## src/shared/i2c_rx_pkg.sv

```systemverilog
// Shared constants and types of the two-wire master receive and arbitration block
`default_nettype none
package i2c_rx_pkg;
	// APB register byte offsets
	localparam logic [7:0] CTRL_OFF = 8'h00; // port_control_two
	localparam logic [7:0] STAT_OFF = 8'h04; // port_status_register
	localparam logic [7:0] DATA_OFF = 8'h08; // port_data_buffer
	localparam logic [7:0] ADDR_OFF = 8'h0c; // port_address_register (bit rate reload)
	// port_control_two bit positions
	localparam int START_B = 0;
	localparam int RSTART_B = 1;
	localparam int STOP_B = 2;
	localparam int RECEIVE_ENABLE_BIT_B = 3; // receive_enable_bit
	localparam int ACK_SEQUENCE_ENABLE_B = 4; // ack_sequence_enable
	localparam int ACKDT_B = 5; // Acknowledge data value, 1 sends a not-acknowledge
	// port_status_register bit positions
	localparam int BF_B = 0;
	localparam int PDET_B = 1;
	localparam int SDET_B = 2;
	localparam int OV_B = 3;
	localparam int WRITE_COLLISION_FLAG_B = 4;
	localparam int IFL_B = 5;
	localparam int BCL_B = 6;
	// Widths and reset values
	localparam int CTRL_W = 6;
	localparam int STAT_W = 7;
	localparam int BRG_W_DEF = 7;
	localparam logic [6:0] ADDR_RST = 7'h04;
	localparam logic [5:0] CTRL_RST = 6'h00;
	// Bit counter end points: eight data bits, then one acknowledge slot on transmit
	localparam logic [3:0] LAST_RX = 4'h7;
	localparam logic [3:0] LAST_TX = 4'h8;
	// Sequencer states
	typedef enum logic [2:0] {ST_IDLE, ST_RSTART, ST_STOP, ST_XFER, ST_ACK} state_t;
endpackage
`default_nettype wire

```

## src/rtl/i2c_master_rx.sv

```systemverilog
// Two-wire bus master: byte reception, sequences and multi-master arbitration
// Functional notes
// - Receive enable starts reception, ignored unless idle
// - Each rollover toggles clock, shifts data in
// - Eighth falling edge: load buffer, flag, hold
// - Reading the buffer clears buffer full
// - New byte while buffer full sets overflow
// - Buffer write during shifting sets write collision
// - Released one sampled low is a collision
// - Transmit collision: halt, clear full, release
// - Sequence collision: abort, release, clear enables
// - After collision, stop detection sets interrupt flag
// - Buffer write restarts transmission at first bit
// - Start and stop detection raise the flag
// - Stop: data low, release clock, time out
// - Data low after stop timeout is collision
// - Clock low before data release is collision
// - Received byte into buffer sets buffer full
//
// Chosen here: the placing of the registers and the APB register port.
`default_nettype none
module i2c_master_rx #(
	parameter int BRG_W = i2c_rx_pkg::BRG_W_DEF
) (
	// Clock and reset
	input wire logic ref_clk,
	input wire logic rst_b,
	// APB slave
	input wire logic [7:0] paddr,
	input wire logic psel,
	input wire logic penable,
	input wire logic pwrite,
	input wire logic [31:0] pwdata,
	output logic [31:0] prdata,
	output logic pready,
	output logic pslverr,
	// Clock line, open drain
	input wire logic sclIn,
	output logic sclOut,
	output logic sclOeN,
	// Data line, open drain
	input wire logic sdaIn,
	output logic sdaOut,
	output logic sdaOeN
);
	// All state of the block
	typedef struct packed {
		i2c_rx_pkg::state_t fsm; // Sequencer state
		logic [1:0] step; // Phase inside a sequence
		logic [3:0] bitCnt; // Bits done in the current byte
		logic tx; // Current byte is a transmit
		logic [5:0] ctrl; // port_control_two
		logic [BRG_W-1:0] addr; // port_address_register
		logic [7:0] dbuf; // port_data_buffer
		logic [7:0] shift; // receive_shift_register
		logic bf, ov, write_collision_flag, ifl, bcl; // Status flags
		logic sDet, pDet; // Start and stop seen on the bus
		logic sclPrev, sdaPrev; // Last synchronised levels
		logic sclOeN, sdaOeN; // Pin enables, low drives the line low
		logic sclOut, sdaOut; // Pin values, always low
		logic pready, pslverr; // APB answer
		logic [31:0] prdata; // APB read data
	} regs_t;
	regs_t st;
	regs_t next_st;

	if (BRG_W < 1 || BRG_W > 8) begin : g_chk
		$error("BRG_W must lie between 1 and 8");
	end

	logic [1:0] pins; // Synchronised {scl, sda}
	logic sclS, sdaS; // Readable levels
	logic tick; // Half-bit rollover
	logic brgLoad; // Restart the half-bit timer
	logic coll; // Bus collision this cycle
	logic rxDone; // Eighth received bit ends now
	logic mapped; // Address decodes to a register
	logic wrAcc, rdAcc; // APB access phase completes
	logic startSeen, stopSeen; // Bus conditions on the lines
	logic [31:0] rdVal; // Read mux

	// Both pins pass two flops before anything looks at them
	pin_sync #(.WIDTH(2)) u_sync (
		.ref_clk(ref_clk),
		.rst_b(rst_b),
		.din({sclIn, sdaIn}),
		.dout(pins)
	);
	assign sclS = pins[1];
	assign sdaS = pins[0];

	// Half-bit timer, reloaded from the address register
	bit_rate_counter #(.BRG_W(BRG_W)) u_brg (
		.ref_clk(ref_clk),
		.rst_b(rst_b),
		.load(brgLoad),
		.reload(st.addr),
		.tick(tick)
	);

	// Bus decode and read mux
	always_comb begin
		mapped = 1'b1;
		rdVal = 32'h0;
		case (paddr)
			i2c_rx_pkg::CTRL_OFF: rdVal[5:0] = st.ctrl;
			i2c_rx_pkg::STAT_OFF: rdVal[6:0] = {st.bcl, st.ifl, st.write_collision_flag, st.ov, st.sDet,
				st.pDet, st.bf};
			i2c_rx_pkg::DATA_OFF: rdVal[7:0] = st.dbuf;
			i2c_rx_pkg::ADDR_OFF: rdVal[BRG_W-1:0] = st.addr;
			default: mapped = 1'b0;
		endcase
	end
	assign wrAcc = psel && penable && st.pready && pwrite && mapped;
	assign rdAcc = psel && penable && st.pready && !pwrite && mapped;
	// Start: data falls while clock high; stop: data rises while clock high
	assign startSeen = st.sclPrev && sclS && st.sdaPrev && !sdaS;
	assign stopSeen = st.sclPrev && sclS && !st.sdaPrev && sdaS;

	// Next state: bus, then sequencer; later sets win over earlier clears
	always_comb begin
		next_st = st;
		brgLoad = 1'b0;
		coll = 1'b0;
		rxDone = 1'b0;
		next_st.sclPrev = sclS;
		next_st.sdaPrev = sdaS;
		next_st.pready = 1'b0;
		// No wait state: answer is registered in the setup cycle
		if (psel && !penable) begin
			next_st.pready = 1'b1;
			next_st.pslverr = !mapped;
			next_st.prdata = rdVal;
		end
		if (wrAcc) begin
			case (paddr)
				i2c_rx_pkg::CTRL_OFF: begin
					next_st.ctrl[i2c_rx_pkg::ACKDT_B] = pwdata[i2c_rx_pkg::ACKDT_B];
					// Enables are taken only from idle, one at a time
					if (st.fsm == i2c_rx_pkg::ST_IDLE) begin
						brgLoad = |pwdata[4:0];
						next_st.step = 2'd0;
						next_st.bitCnt = 4'h0;
						next_st.tx = 1'b0;
						if (pwdata[i2c_rx_pkg::START_B]) begin
							// Lines already free: go straight to pulling data low
							next_st.ctrl[i2c_rx_pkg::START_B] = 1'b1;
							next_st.fsm = i2c_rx_pkg::ST_RSTART;
							next_st.step = 2'd2;
						end else if (pwdata[i2c_rx_pkg::RSTART_B]) begin
							next_st.ctrl[i2c_rx_pkg::RSTART_B] = 1'b1;
							next_st.fsm = i2c_rx_pkg::ST_RSTART;
						end else if (pwdata[i2c_rx_pkg::STOP_B]) begin
							next_st.ctrl[i2c_rx_pkg::STOP_B] = 1'b1;
							next_st.fsm = i2c_rx_pkg::ST_STOP;
						end else if (pwdata[i2c_rx_pkg::RECEIVE_ENABLE_BIT_B]) begin
							next_st.ctrl[i2c_rx_pkg::RECEIVE_ENABLE_BIT_B] = 1'b1;
							next_st.fsm = i2c_rx_pkg::ST_XFER;
						end else if (pwdata[i2c_rx_pkg::ACK_SEQUENCE_ENABLE_B]) begin
							next_st.ctrl[i2c_rx_pkg::ACK_SEQUENCE_ENABLE_B] = 1'b1;
							next_st.fsm = i2c_rx_pkg::ST_ACK;
						end
					end
				end
				i2c_rx_pkg::STAT_OFF: begin
					// Write one to clear the sticky flags
					next_st.ov = st.ov & ~pwdata[i2c_rx_pkg::OV_B];
					next_st.write_collision_flag = st.write_collision_flag & ~pwdata[i2c_rx_pkg::WRITE_COLLISION_FLAG_B];
					next_st.ifl = st.ifl & ~pwdata[i2c_rx_pkg::IFL_B];
					next_st.bcl = st.bcl & ~pwdata[i2c_rx_pkg::BCL_B];
				end
				i2c_rx_pkg::DATA_OFF: begin
					if (st.fsm != i2c_rx_pkg::ST_IDLE) begin
						next_st.write_collision_flag = 1'b1;
					end else begin
						// Always from the first bit, whatever was cut short before
						next_st.dbuf = pwdata[7:0];
						next_st.shift = pwdata[7:0];
						next_st.bf = 1'b1;
						next_st.tx = 1'b1;
						next_st.bitCnt = 4'h0;
						next_st.step = 2'd0;
						next_st.fsm = i2c_rx_pkg::ST_XFER;
						brgLoad = 1'b1;
					end
				end
				default: next_st.addr = pwdata[BRG_W-1:0];
			endcase
		end
		if (rdAcc && paddr == i2c_rx_pkg::DATA_OFF) begin
			next_st.bf = 1'b0;
		end
		// Bus monitor keeps running in every state, also after a collision
		if (startSeen) begin
			next_st.sDet = 1'b1;
			next_st.pDet = 1'b0;
			next_st.ifl = 1'b1;
		end
		if (stopSeen) begin
			next_st.pDet = 1'b1;
			next_st.sDet = 1'b0;
			next_st.ifl = 1'b1;
		end
		// Sequencer; each tick is one rollover; in ST_XFER and ST_ACK it flips the clock line
		case (st.fsm)
			i2c_rx_pkg::ST_IDLE: begin
				// Clock stays where the last sequence left it
			end
			i2c_rx_pkg::ST_RSTART: begin
				case (st.step)
					2'd0: begin
						next_st.sdaOeN = 1'b1;
						if (tick) begin
							next_st.sclOeN = 1'b1;
							next_st.step = 2'd1;
						end
					end
					2'd1: begin
						// Wait for other masters to let the clock rise
						if (sclS) begin
							brgLoad = 1'b1;
							next_st.step = 2'd2;
						end
					end
					2'd2: begin
						if (tick) begin
							// Data expected high here; low means another master
							coll = !sdaS || !sclS;
							next_st.sdaOeN = 1'b0;
							brgLoad = 1'b1;
							next_st.step = 2'd3;
						end
					end
					default: begin
						if (tick) begin
							next_st.sclOeN = 1'b0;
							next_st.ctrl[1:0] = 2'b00;
							next_st.ifl = 1'b1;
							next_st.fsm = i2c_rx_pkg::ST_IDLE;
						end
					end
				endcase
			end
			i2c_rx_pkg::ST_STOP: begin
				case (st.step)
					2'd0: begin
						next_st.sdaOeN = 1'b0;
						if (tick) begin
							if (!sdaS) begin
								next_st.sclOeN = 1'b1;
								next_st.step = 2'd1;
							end else begin
								// Low level not through the synchroniser yet: time one more half
								brgLoad = 1'b1;
							end
						end
					end
					2'd1: begin
						if (sclS) begin
							brgLoad = 1'b1;
							next_st.step = 2'd2;
						end
					end
					2'd2: begin
						// Clock pulled low again before data release
						if (!sclS) begin
							coll = 1'b1;
						end else if (tick) begin
							next_st.sdaOeN = 1'b1;
							brgLoad = 1'b1;
							next_st.step = 2'd3;
						end
					end
					default: begin
						if (tick) begin
							if (!sdaS) begin
								coll = 1'b1;
							end else begin
								next_st.ctrl[i2c_rx_pkg::STOP_B] = 1'b0;
								next_st.ifl = 1'b1;
								next_st.fsm = i2c_rx_pkg::ST_IDLE;
							end
						end
					end
				endcase
			end
			i2c_rx_pkg::ST_XFER: begin
				case (st.step)
					2'd0: begin
						next_st.sclOeN = 1'b0;
						// Receive and acknowledge slot release data; else send bit 7
						next_st.sdaOeN = !st.tx || st.bitCnt == i2c_rx_pkg::LAST_TX ||
							st.shift[7];
						if (tick) begin
							next_st.sclOeN = 1'b1;
							next_st.step = 2'd1;
						end
					end
					2'd1: begin
						if (sclS) begin
							brgLoad = 1'b1;
							next_st.step = 2'd2;
							// Sampled once the clock is really high
							next_st.shift = {st.shift[6:0], sdaS};
							coll = st.tx && st.sdaOeN && !sdaS &&
								st.bitCnt != i2c_rx_pkg::LAST_TX;
						end
					end
					default: begin
						if (tick) begin
							next_st.sclOeN = 1'b0;
							next_st.bitCnt = st.bitCnt + 4'h1;
							next_st.step = 2'd0;
							// Time the low half of the next bit; a stopped timer would hang here
							brgLoad = 1'b1;
							if (!st.tx && st.bitCnt == i2c_rx_pkg::LAST_RX) begin
								rxDone = 1'b1;
								brgLoad = 1'b0;
								next_st.ctrl[i2c_rx_pkg::RECEIVE_ENABLE_BIT_B] = 1'b0;
								next_st.ifl = 1'b1;
								next_st.fsm = i2c_rx_pkg::ST_IDLE;
								// Overrun keeps the unread byte; new one is dropped
								if (st.bf) begin
									next_st.ov = 1'b1;
								end else begin
									next_st.dbuf = st.shift;
									next_st.bf = 1'b1;
								end
							end else if (st.tx && st.bitCnt == i2c_rx_pkg::LAST_TX) begin
								brgLoad = 1'b0;
								next_st.bf = 1'b0;
								next_st.tx = 1'b0;
								next_st.ifl = 1'b1;
								next_st.fsm = i2c_rx_pkg::ST_IDLE;
							end
						end
					end
				endcase
			end
			i2c_rx_pkg::ST_ACK: begin
				case (st.step)
					2'd0: begin
						next_st.sclOeN = 1'b0;
						next_st.sdaOeN = st.ctrl[i2c_rx_pkg::ACKDT_B];
						if (tick) begin
							next_st.sclOeN = 1'b1;
							next_st.step = 2'd1;
						end
					end
					2'd1: begin
						if (sclS) begin
							brgLoad = 1'b1;
							next_st.step = 2'd2;
							coll = st.sdaOeN && !sdaS;
						end
					end
					default: begin
						if (tick) begin
							next_st.sclOeN = 1'b0;
							next_st.ctrl[i2c_rx_pkg::ACK_SEQUENCE_ENABLE_B] = 1'b0;
							next_st.ifl = 1'b1;
							next_st.fsm = i2c_rx_pkg::ST_IDLE;
						end
					end
				endcase
			end
			default: next_st.fsm = i2c_rx_pkg::ST_IDLE;
		endcase
		// Lost arbitration: free both lines, drop the sequence, flag it
		if (coll) begin
			next_st.fsm = i2c_rx_pkg::ST_IDLE;
			next_st.sclOeN = 1'b1;
			next_st.sdaOeN = 1'b1;
			next_st.ctrl[4:0] = 5'h00;
			next_st.bcl = 1'b1;
			next_st.tx = 1'b0;
			if (st.tx) begin
				next_st.bf = 1'b0;
			end
		end
	end

	// State register
	always_ff @(posedge ref_clk or negedge rst_b) begin
		if (!rst_b) begin
			st <= '0;
			st.ctrl <= i2c_rx_pkg::CTRL_RST;
			st.addr <= BRG_W'(i2c_rx_pkg::ADDR_RST);
			st.sclOeN <= 1'b1;
			st.sdaOeN <= 1'b1;
			st.sclPrev <= 1'b1;
			st.sdaPrev <= 1'b1;
		end else begin
			st <= next_st;
		end
	end

	assign prdata = st.prdata;
	assign pready = st.pready;
	assign pslverr = st.pslverr;
	assign sclOut = st.sclOut;
	assign sdaOut = st.sdaOut;
	assign sclOeN = st.sclOeN;
	assign sdaOeN = st.sdaOeN;
endmodule
`default_nettype wire

```

## src/rtl/pin_sync.sv

```systemverilog
// Two-flop synchroniser for the bus pin inputs
`default_nettype none
module pin_sync #(
	parameter int WIDTH = 2
) (
	// Clock and reset
	input wire logic ref_clk,
	input wire logic rst_b,
	// Raw and synchronised levels
	input wire logic [WIDTH-1:0] din,
	output logic [WIDTH-1:0] dout
);
	// Idle bus level is high, so both stages reset high
	typedef struct packed {
		logic [WIDTH-1:0] meta; // First stage, read only by the second
		logic [WIDTH-1:0] sync; // Second stage
	} sync_t;
	sync_t st;
	sync_t next_st;

	if (WIDTH < 1) begin : g_chk
		$error("pin_sync WIDTH must be at least 1");
	end

	// Shift the pins through both stages
	always_comb begin
		next_st.meta = din;
		next_st.sync = st.meta;
	end

	// State register
	always_ff @(posedge ref_clk or negedge rst_b) begin
		if (!rst_b) begin
			st <= '1;
		end else begin
			st <= next_st;
		end
	end

	assign dout = st.sync;
endmodule
`default_nettype wire

```

## src/rtl/bit_rate_counter.sv

```systemverilog
// Reloadable down counter that times each half bit on the bus
`default_nettype none
module bit_rate_counter #(
	parameter int BRG_W = 7
) (
	// Clock and reset
	input wire logic ref_clk,
	input wire logic rst_b,
	// Control
	input wire logic load,
	input wire logic [BRG_W-1:0] reload,
	// One-cycle rollover pulse
	output logic tick
);
	typedef struct packed {
		logic [BRG_W-1:0] cnt; // Remaining cycles
		logic run; // Counting; cleared at rollover so the line is held
	} brg_t;
	brg_t st;
	brg_t next_st;

	if (BRG_W < 1) begin : g_chk
		$error("bit_rate_counter BRG_W must be at least 1");
	end

	// Rollover when a running count reaches zero
	assign tick = st.run && (st.cnt == '0);

	// Load wins over counting, so a restart is never lost
	always_comb begin
		next_st = st;
		if (load) begin
			next_st.cnt = reload;
			next_st.run = 1'b1;
		end else if (tick) begin
			next_st.run = 1'b0;
		end else if (st.run) begin
			next_st.cnt = st.cnt - 1'b1;
		end
	end

	// State register
	always_ff @(posedge ref_clk or negedge rst_b) begin
		if (!rst_b) begin
			st <= '0;
		end else begin
			st <= next_st;
		end
	end
endmodule
`default_nettype wire

```

## config.mk

```make
export PLATFORM = sky130hd
export DESIGN_NAME = i2c_master_rx
export DESIGN_NICKNAME = d
export VERILOG_FILES = /design/src/shared/i2c_rx_pkg.sv /design/src/rtl/i2c_master_rx.sv /design/src/rtl/pin_sync.sv /design/src/rtl/bit_rate_counter.sv
export SDC_FILE = /design/constraint.sdc
export NUM_CORES = 1
export LEC_CHECK = 0
export ABC_CLOCK_PERIOD_IN_PS = 6600
export BUFFER_PORTS_ARGS = -buffer_cell sky130_fd_sc_hd__buf_2
export CAP_MARGIN = 10
export CELL_PAD_IN_SITES_DETAIL_PLACEMENT = 0
export CELL_PAD_IN_SITES_GLOBAL_PLACEMENT = 1
export CORE_ASPECT_RATIO = 0.7
export CORE_UTILIZATION = 45
export DETAILED_ROUTE_END_ITERATION = 10
export GPL_TIMING_DRIVEN = 0
export PLACE_DENSITY = 0.9
export SKIP_CTS_REPAIR_TIMING = 1
export SLEW_MARGIN = 40
export SYNTH_ARGS = -nofsm -noshare
export SYNTH_HDL_FRONTEND = slang
export SYNTH_SLANG_ARGS = --single-unit
```

## constraint.sdc

```tcl
create_clock -name ref_clk -period 6.6 [get_ports ref_clk]
set_input_delay 1.32 -clock ref_clk [delete_from_list [all_inputs] [get_ports ref_clk]]
set_output_delay 1.32 -clock ref_clk [all_outputs]
set_load 0.01 [all_outputs]
```

==> flow_metrics.tcl <==
set metrics [dict create \
    status "complete, no violations" \
    antenna_cells 0 \
    relSlewSlack 0.512 \
    path_class "in2reg" \
    yosysSeqAreaShare 0.407 \
    grt_pass1_vias 3681 \
    start_util 0.478 \
    ios 85 \
    final_area_mm2 0.00523 \
    synth_warnings 0 \
    powerDensity_mw_per_mm2 234 \
    fin_nets 623 \
    antenna_left 0 \
    pwr-share-comb 0.183 \
    yosysTopAreaCellShare 0.354 \
    power_mw 1.22 \
    yosysUniqueCellTypes 66 \
    cts-root-buf "clkbuf_16" \
    drv_slew 0 \
    slowest_stage "nor4b_4" \
    ir_drop_mv 0.112 \
    min_period_ns 3.21 \
    layout_setup_ws_ns 3.39 \
    dp.final_hpwl_um 9500 \
    wire_per_inst_um 17.8 \
    synthAdderAreaFrac 0.0253 \
    path_buf_inv 2 \
    yosys-top-cells-area "dfrtp_1 (35%), buf_4 (5.7%), dfstp_2 (5.3%), nand2_1 (4.7%), nor2_1 (4.1%)" \
    port_buffers 33 \
    synth-compound-area-share 0.174 \
    design.core.area_mm2 0.00933 \
    p_switching_mw 0.347 \
    seqPwrFrac 0.392 \
    hold_path.class "reg2reg" \
    setup_viol 0 \
    die_y_um 85.2 \
    grt_overflow 0 \
    critPathMaxFanout 10 \
    synth_area_mm2 0.00445 \
    clk_pin_slew_ns 0.06 \
    critical_path.most_common_cell "buf_2" \
    synth_xor_area_frac 0.0216 \
    nFillCells 851 \
    swShare 0.284 \
    fin_worst_skew_ns 0.00750 \
    vias 3973 \
    fmax_ghz 0.311 \
    dp.cells 680 \
    grt_pass1_wl_um 20000 \
    cts.path.max_buffers 2 \
    cpPeakStageDelay_ns 0.62 \
    synth_top_family_by_area "simple AND/OR/NAND/NOR gates" \
    muxShareOfSynthArea 0.0705 \
    drive_gt1_frac 0.229 \
    die_area_mm2 0.0103 \
    tns_ns 0 \
    cp-end-kind "flip-flop" \
    grt_max_degree 54 \
    hold_viol 0 \
    p_leak_nw 2.33 \
    syn_avg_cell_area_um2 8.98 \
    critPathRequiredTime_ns 6.82 \
    synth_async_sr_flop_share 1.00 \
    final_cells 696 \
    drc 0 \
    worst_slew_pin_slew_ns 0.713 \
    initialDrtViolationCount 291 \
    dpl_cell_area_mm2 0.00491 \
    pre_cts_ws_ns 3.03 \
    insertion_delay_ns 0.34 \
    ys.flop_type "dfrtp_1" \
    areaGrowthSynthToFinish_pct 17.3 \
    gp_congestion 0.924 \
    synth_edf_count 0 \
    p_int_mw 0.873 \
    num_rows 29 \
    netlist_instances 496 \
    cts_tree "built" \
    start_kind "input pin" \
    ys_ff_latch 72 \
    drt_first_pass_iters 5 \
    cap_viol_max_count 0 \
    htree_num_levels 3 \
    clockPowerShare 0.424 \
    hold_slack_ns 0.356 \
    synthSimpleGateAreaFrac 0.203 \
    path_cells "buf_2 > or4_4 > nor4b_4 > nand2_1 > buf_2 > a21boi_0 > a21oi_1" \
    crit_family "simple AND/OR/NAND/NOR gates" \
    rsz0062_at_grt "false" \
    groute.usage.overall 0.257 \
    postRouteWirelength_um 12400 \
    die_w_um 121 \
    synth_area_leader_cell "dfrtp_1" \
    fin_util 0.560 \
    cts_made_buffers 9 \
    period_share 0.487 \
    arrival_ns 3.43 \
    numClockSinks 72 \
    antenna_found_initial 0 \
    avgViaCountPerCell 5.71 \
]
Yosys cell counts (2+ instances only):
library cell and instances:
a2111oi_0 2, a211oi_1 3, a21boi_0 9, a21o_1 4, a21oi_1 31, a31oi_1 16, a32oi_1 3, and2_1 3
and3_1 2, buf_2 6, buf_4 34, clkbuf_1 16, dfrtp_1 63, dfstp_2 9, ha_1 9, inv_1 19
mux2_2 15, mux4_2 6, nand2_1 56, nand2b_1 8, nand3_1 13, nand3b_1 6, nand4_1 3, nor2_1 49
nor2b_1 5, nor3_1 12, nor3b_1 3, nor4_1 2, o211ai_1 2, o21a_1 4, o21ai_0 27, o21bai_1 2
o221ai_1 2, o22ai_1 4, o31ai_1 2, or2_2 3, or3_1 4, or4_4 2, xnor2_1 9, xor2_1 2
flip-flops by register name (all words and copies together), names as in the netlist:
signal / count
u_sync.next_st: 2
u_brg.st: 8
pslverr: 1
prdata: 8
pready: 1
u_sync.dout: 2
sclOeN: 1
st: 48
sdaOeN: 1
routing by layer:
| metal | part of all wire | track usage |
|---|---|---|
| met5 | 0 | 0 |
| met2 | 0.43 | 0.361 |
| met3 | 0.090 | 0.0571 |
| met4 | 0.015 | 0.0741 |
| met1 | 0.47 | 0.392 |
path summary, 6_finish.rpt:
path,start,end,slack (ns),depth (start not counted)
max,paddr[7],st[61],3.39,7
min,u_sync.next_st[0],u_sync.dout[0],0.36,0
max reg2reg,st[82],u_brg.st[1],3.87,9
min reg2reg,u_sync.next_st[0],u_sync.dout[0],0.36,0
max in group asynchronous,rst_b,st[65],5.21,2
min in group asynchronous,rst_b,st[53],0.82,1
worst register-to-register path: stages (launching register included):
cell	delay, ns
dfrtp_1	0.42
inv_1	0.09
ha_1	0.18
clkbuf_1	0.24
nor2_1	0.50
and3_1	0.24
buf_2	0.19
nand2_1	0.13
nand4_2	0.26
mux2_2	0.37
power groups by stage:
stage	Clock (mW)	Combinational, mW	Sequential, mW
5_1_grt	0.539	0.246	0.482
4_1_cts	0.525	0.219	0.479
6_report	0.518	0.224	0.479
3_3_place_gp	0	0.215	0.484
2_1_floorplan	0	0.143	0.483
3_5_place_dp	0	0.218	0.486
layout by cell type, fill, tap and decap left out, types with 3 or more instances in the layout:
cell type	Yosys	layout
buf_4	34	34
nand2b_1	8	8
ha_1	9	9
o22ai_1	4	4
o21ai_0	27	27
buf_2	6	39
inv_1	19	19
conb_1	1	26
or3_1	4	4
nor2b_1	5	5
a31oi_1	16	16
dfstp_2	9	9
xnor2_1	9	9
clkbuf_16	0	9
o21a_1	4	4
mux2_2	15	15
dfrtp_1	63	63
nand3_1	13	13
and2_1	3	3
a21o_1	4	4
a21boi_0	9	9
nor2_1	49	49
nand3b_1	6	6
nor3_1	12	12
nand2_1	56	56
a32oi_1	3	3
nand4_1	3	3
clkbuf_1	16	18
or2_2	3	3
mux4_2	6	6
a211oi_1	3	3
a21oi_1	31	31
cell type report:
class / instances / area [um2] / area share
Buffer: 58 / 360 / 0.0690
Clock buffer: 11 / 233 / 0.0445
Clock inverter: 5 / 81.3 / 0.0156
Inverter: 19 / 71.3 / 0.0136
Multi-Input combinational cell: 372 / 2310 / 0.442
Sequential cell: 72 / 1810 / 0.347
Tap cell: 124 / 155 / 0.0297
Timing Repair Buffer: 35 / 204 / 0.0390
cell families (layout without fill, tap and decap cells):
kind of cell,count (synthesis),count (layout)
other cells,1,26
buf+inv,77,128
mux,22,22
flops,72,72
xor+xnor,11,11
simple gates,181,181
compound gates,123,123
fa+ha+maj,9,9
Note: power is estimated with default switching activity, not from simulation.
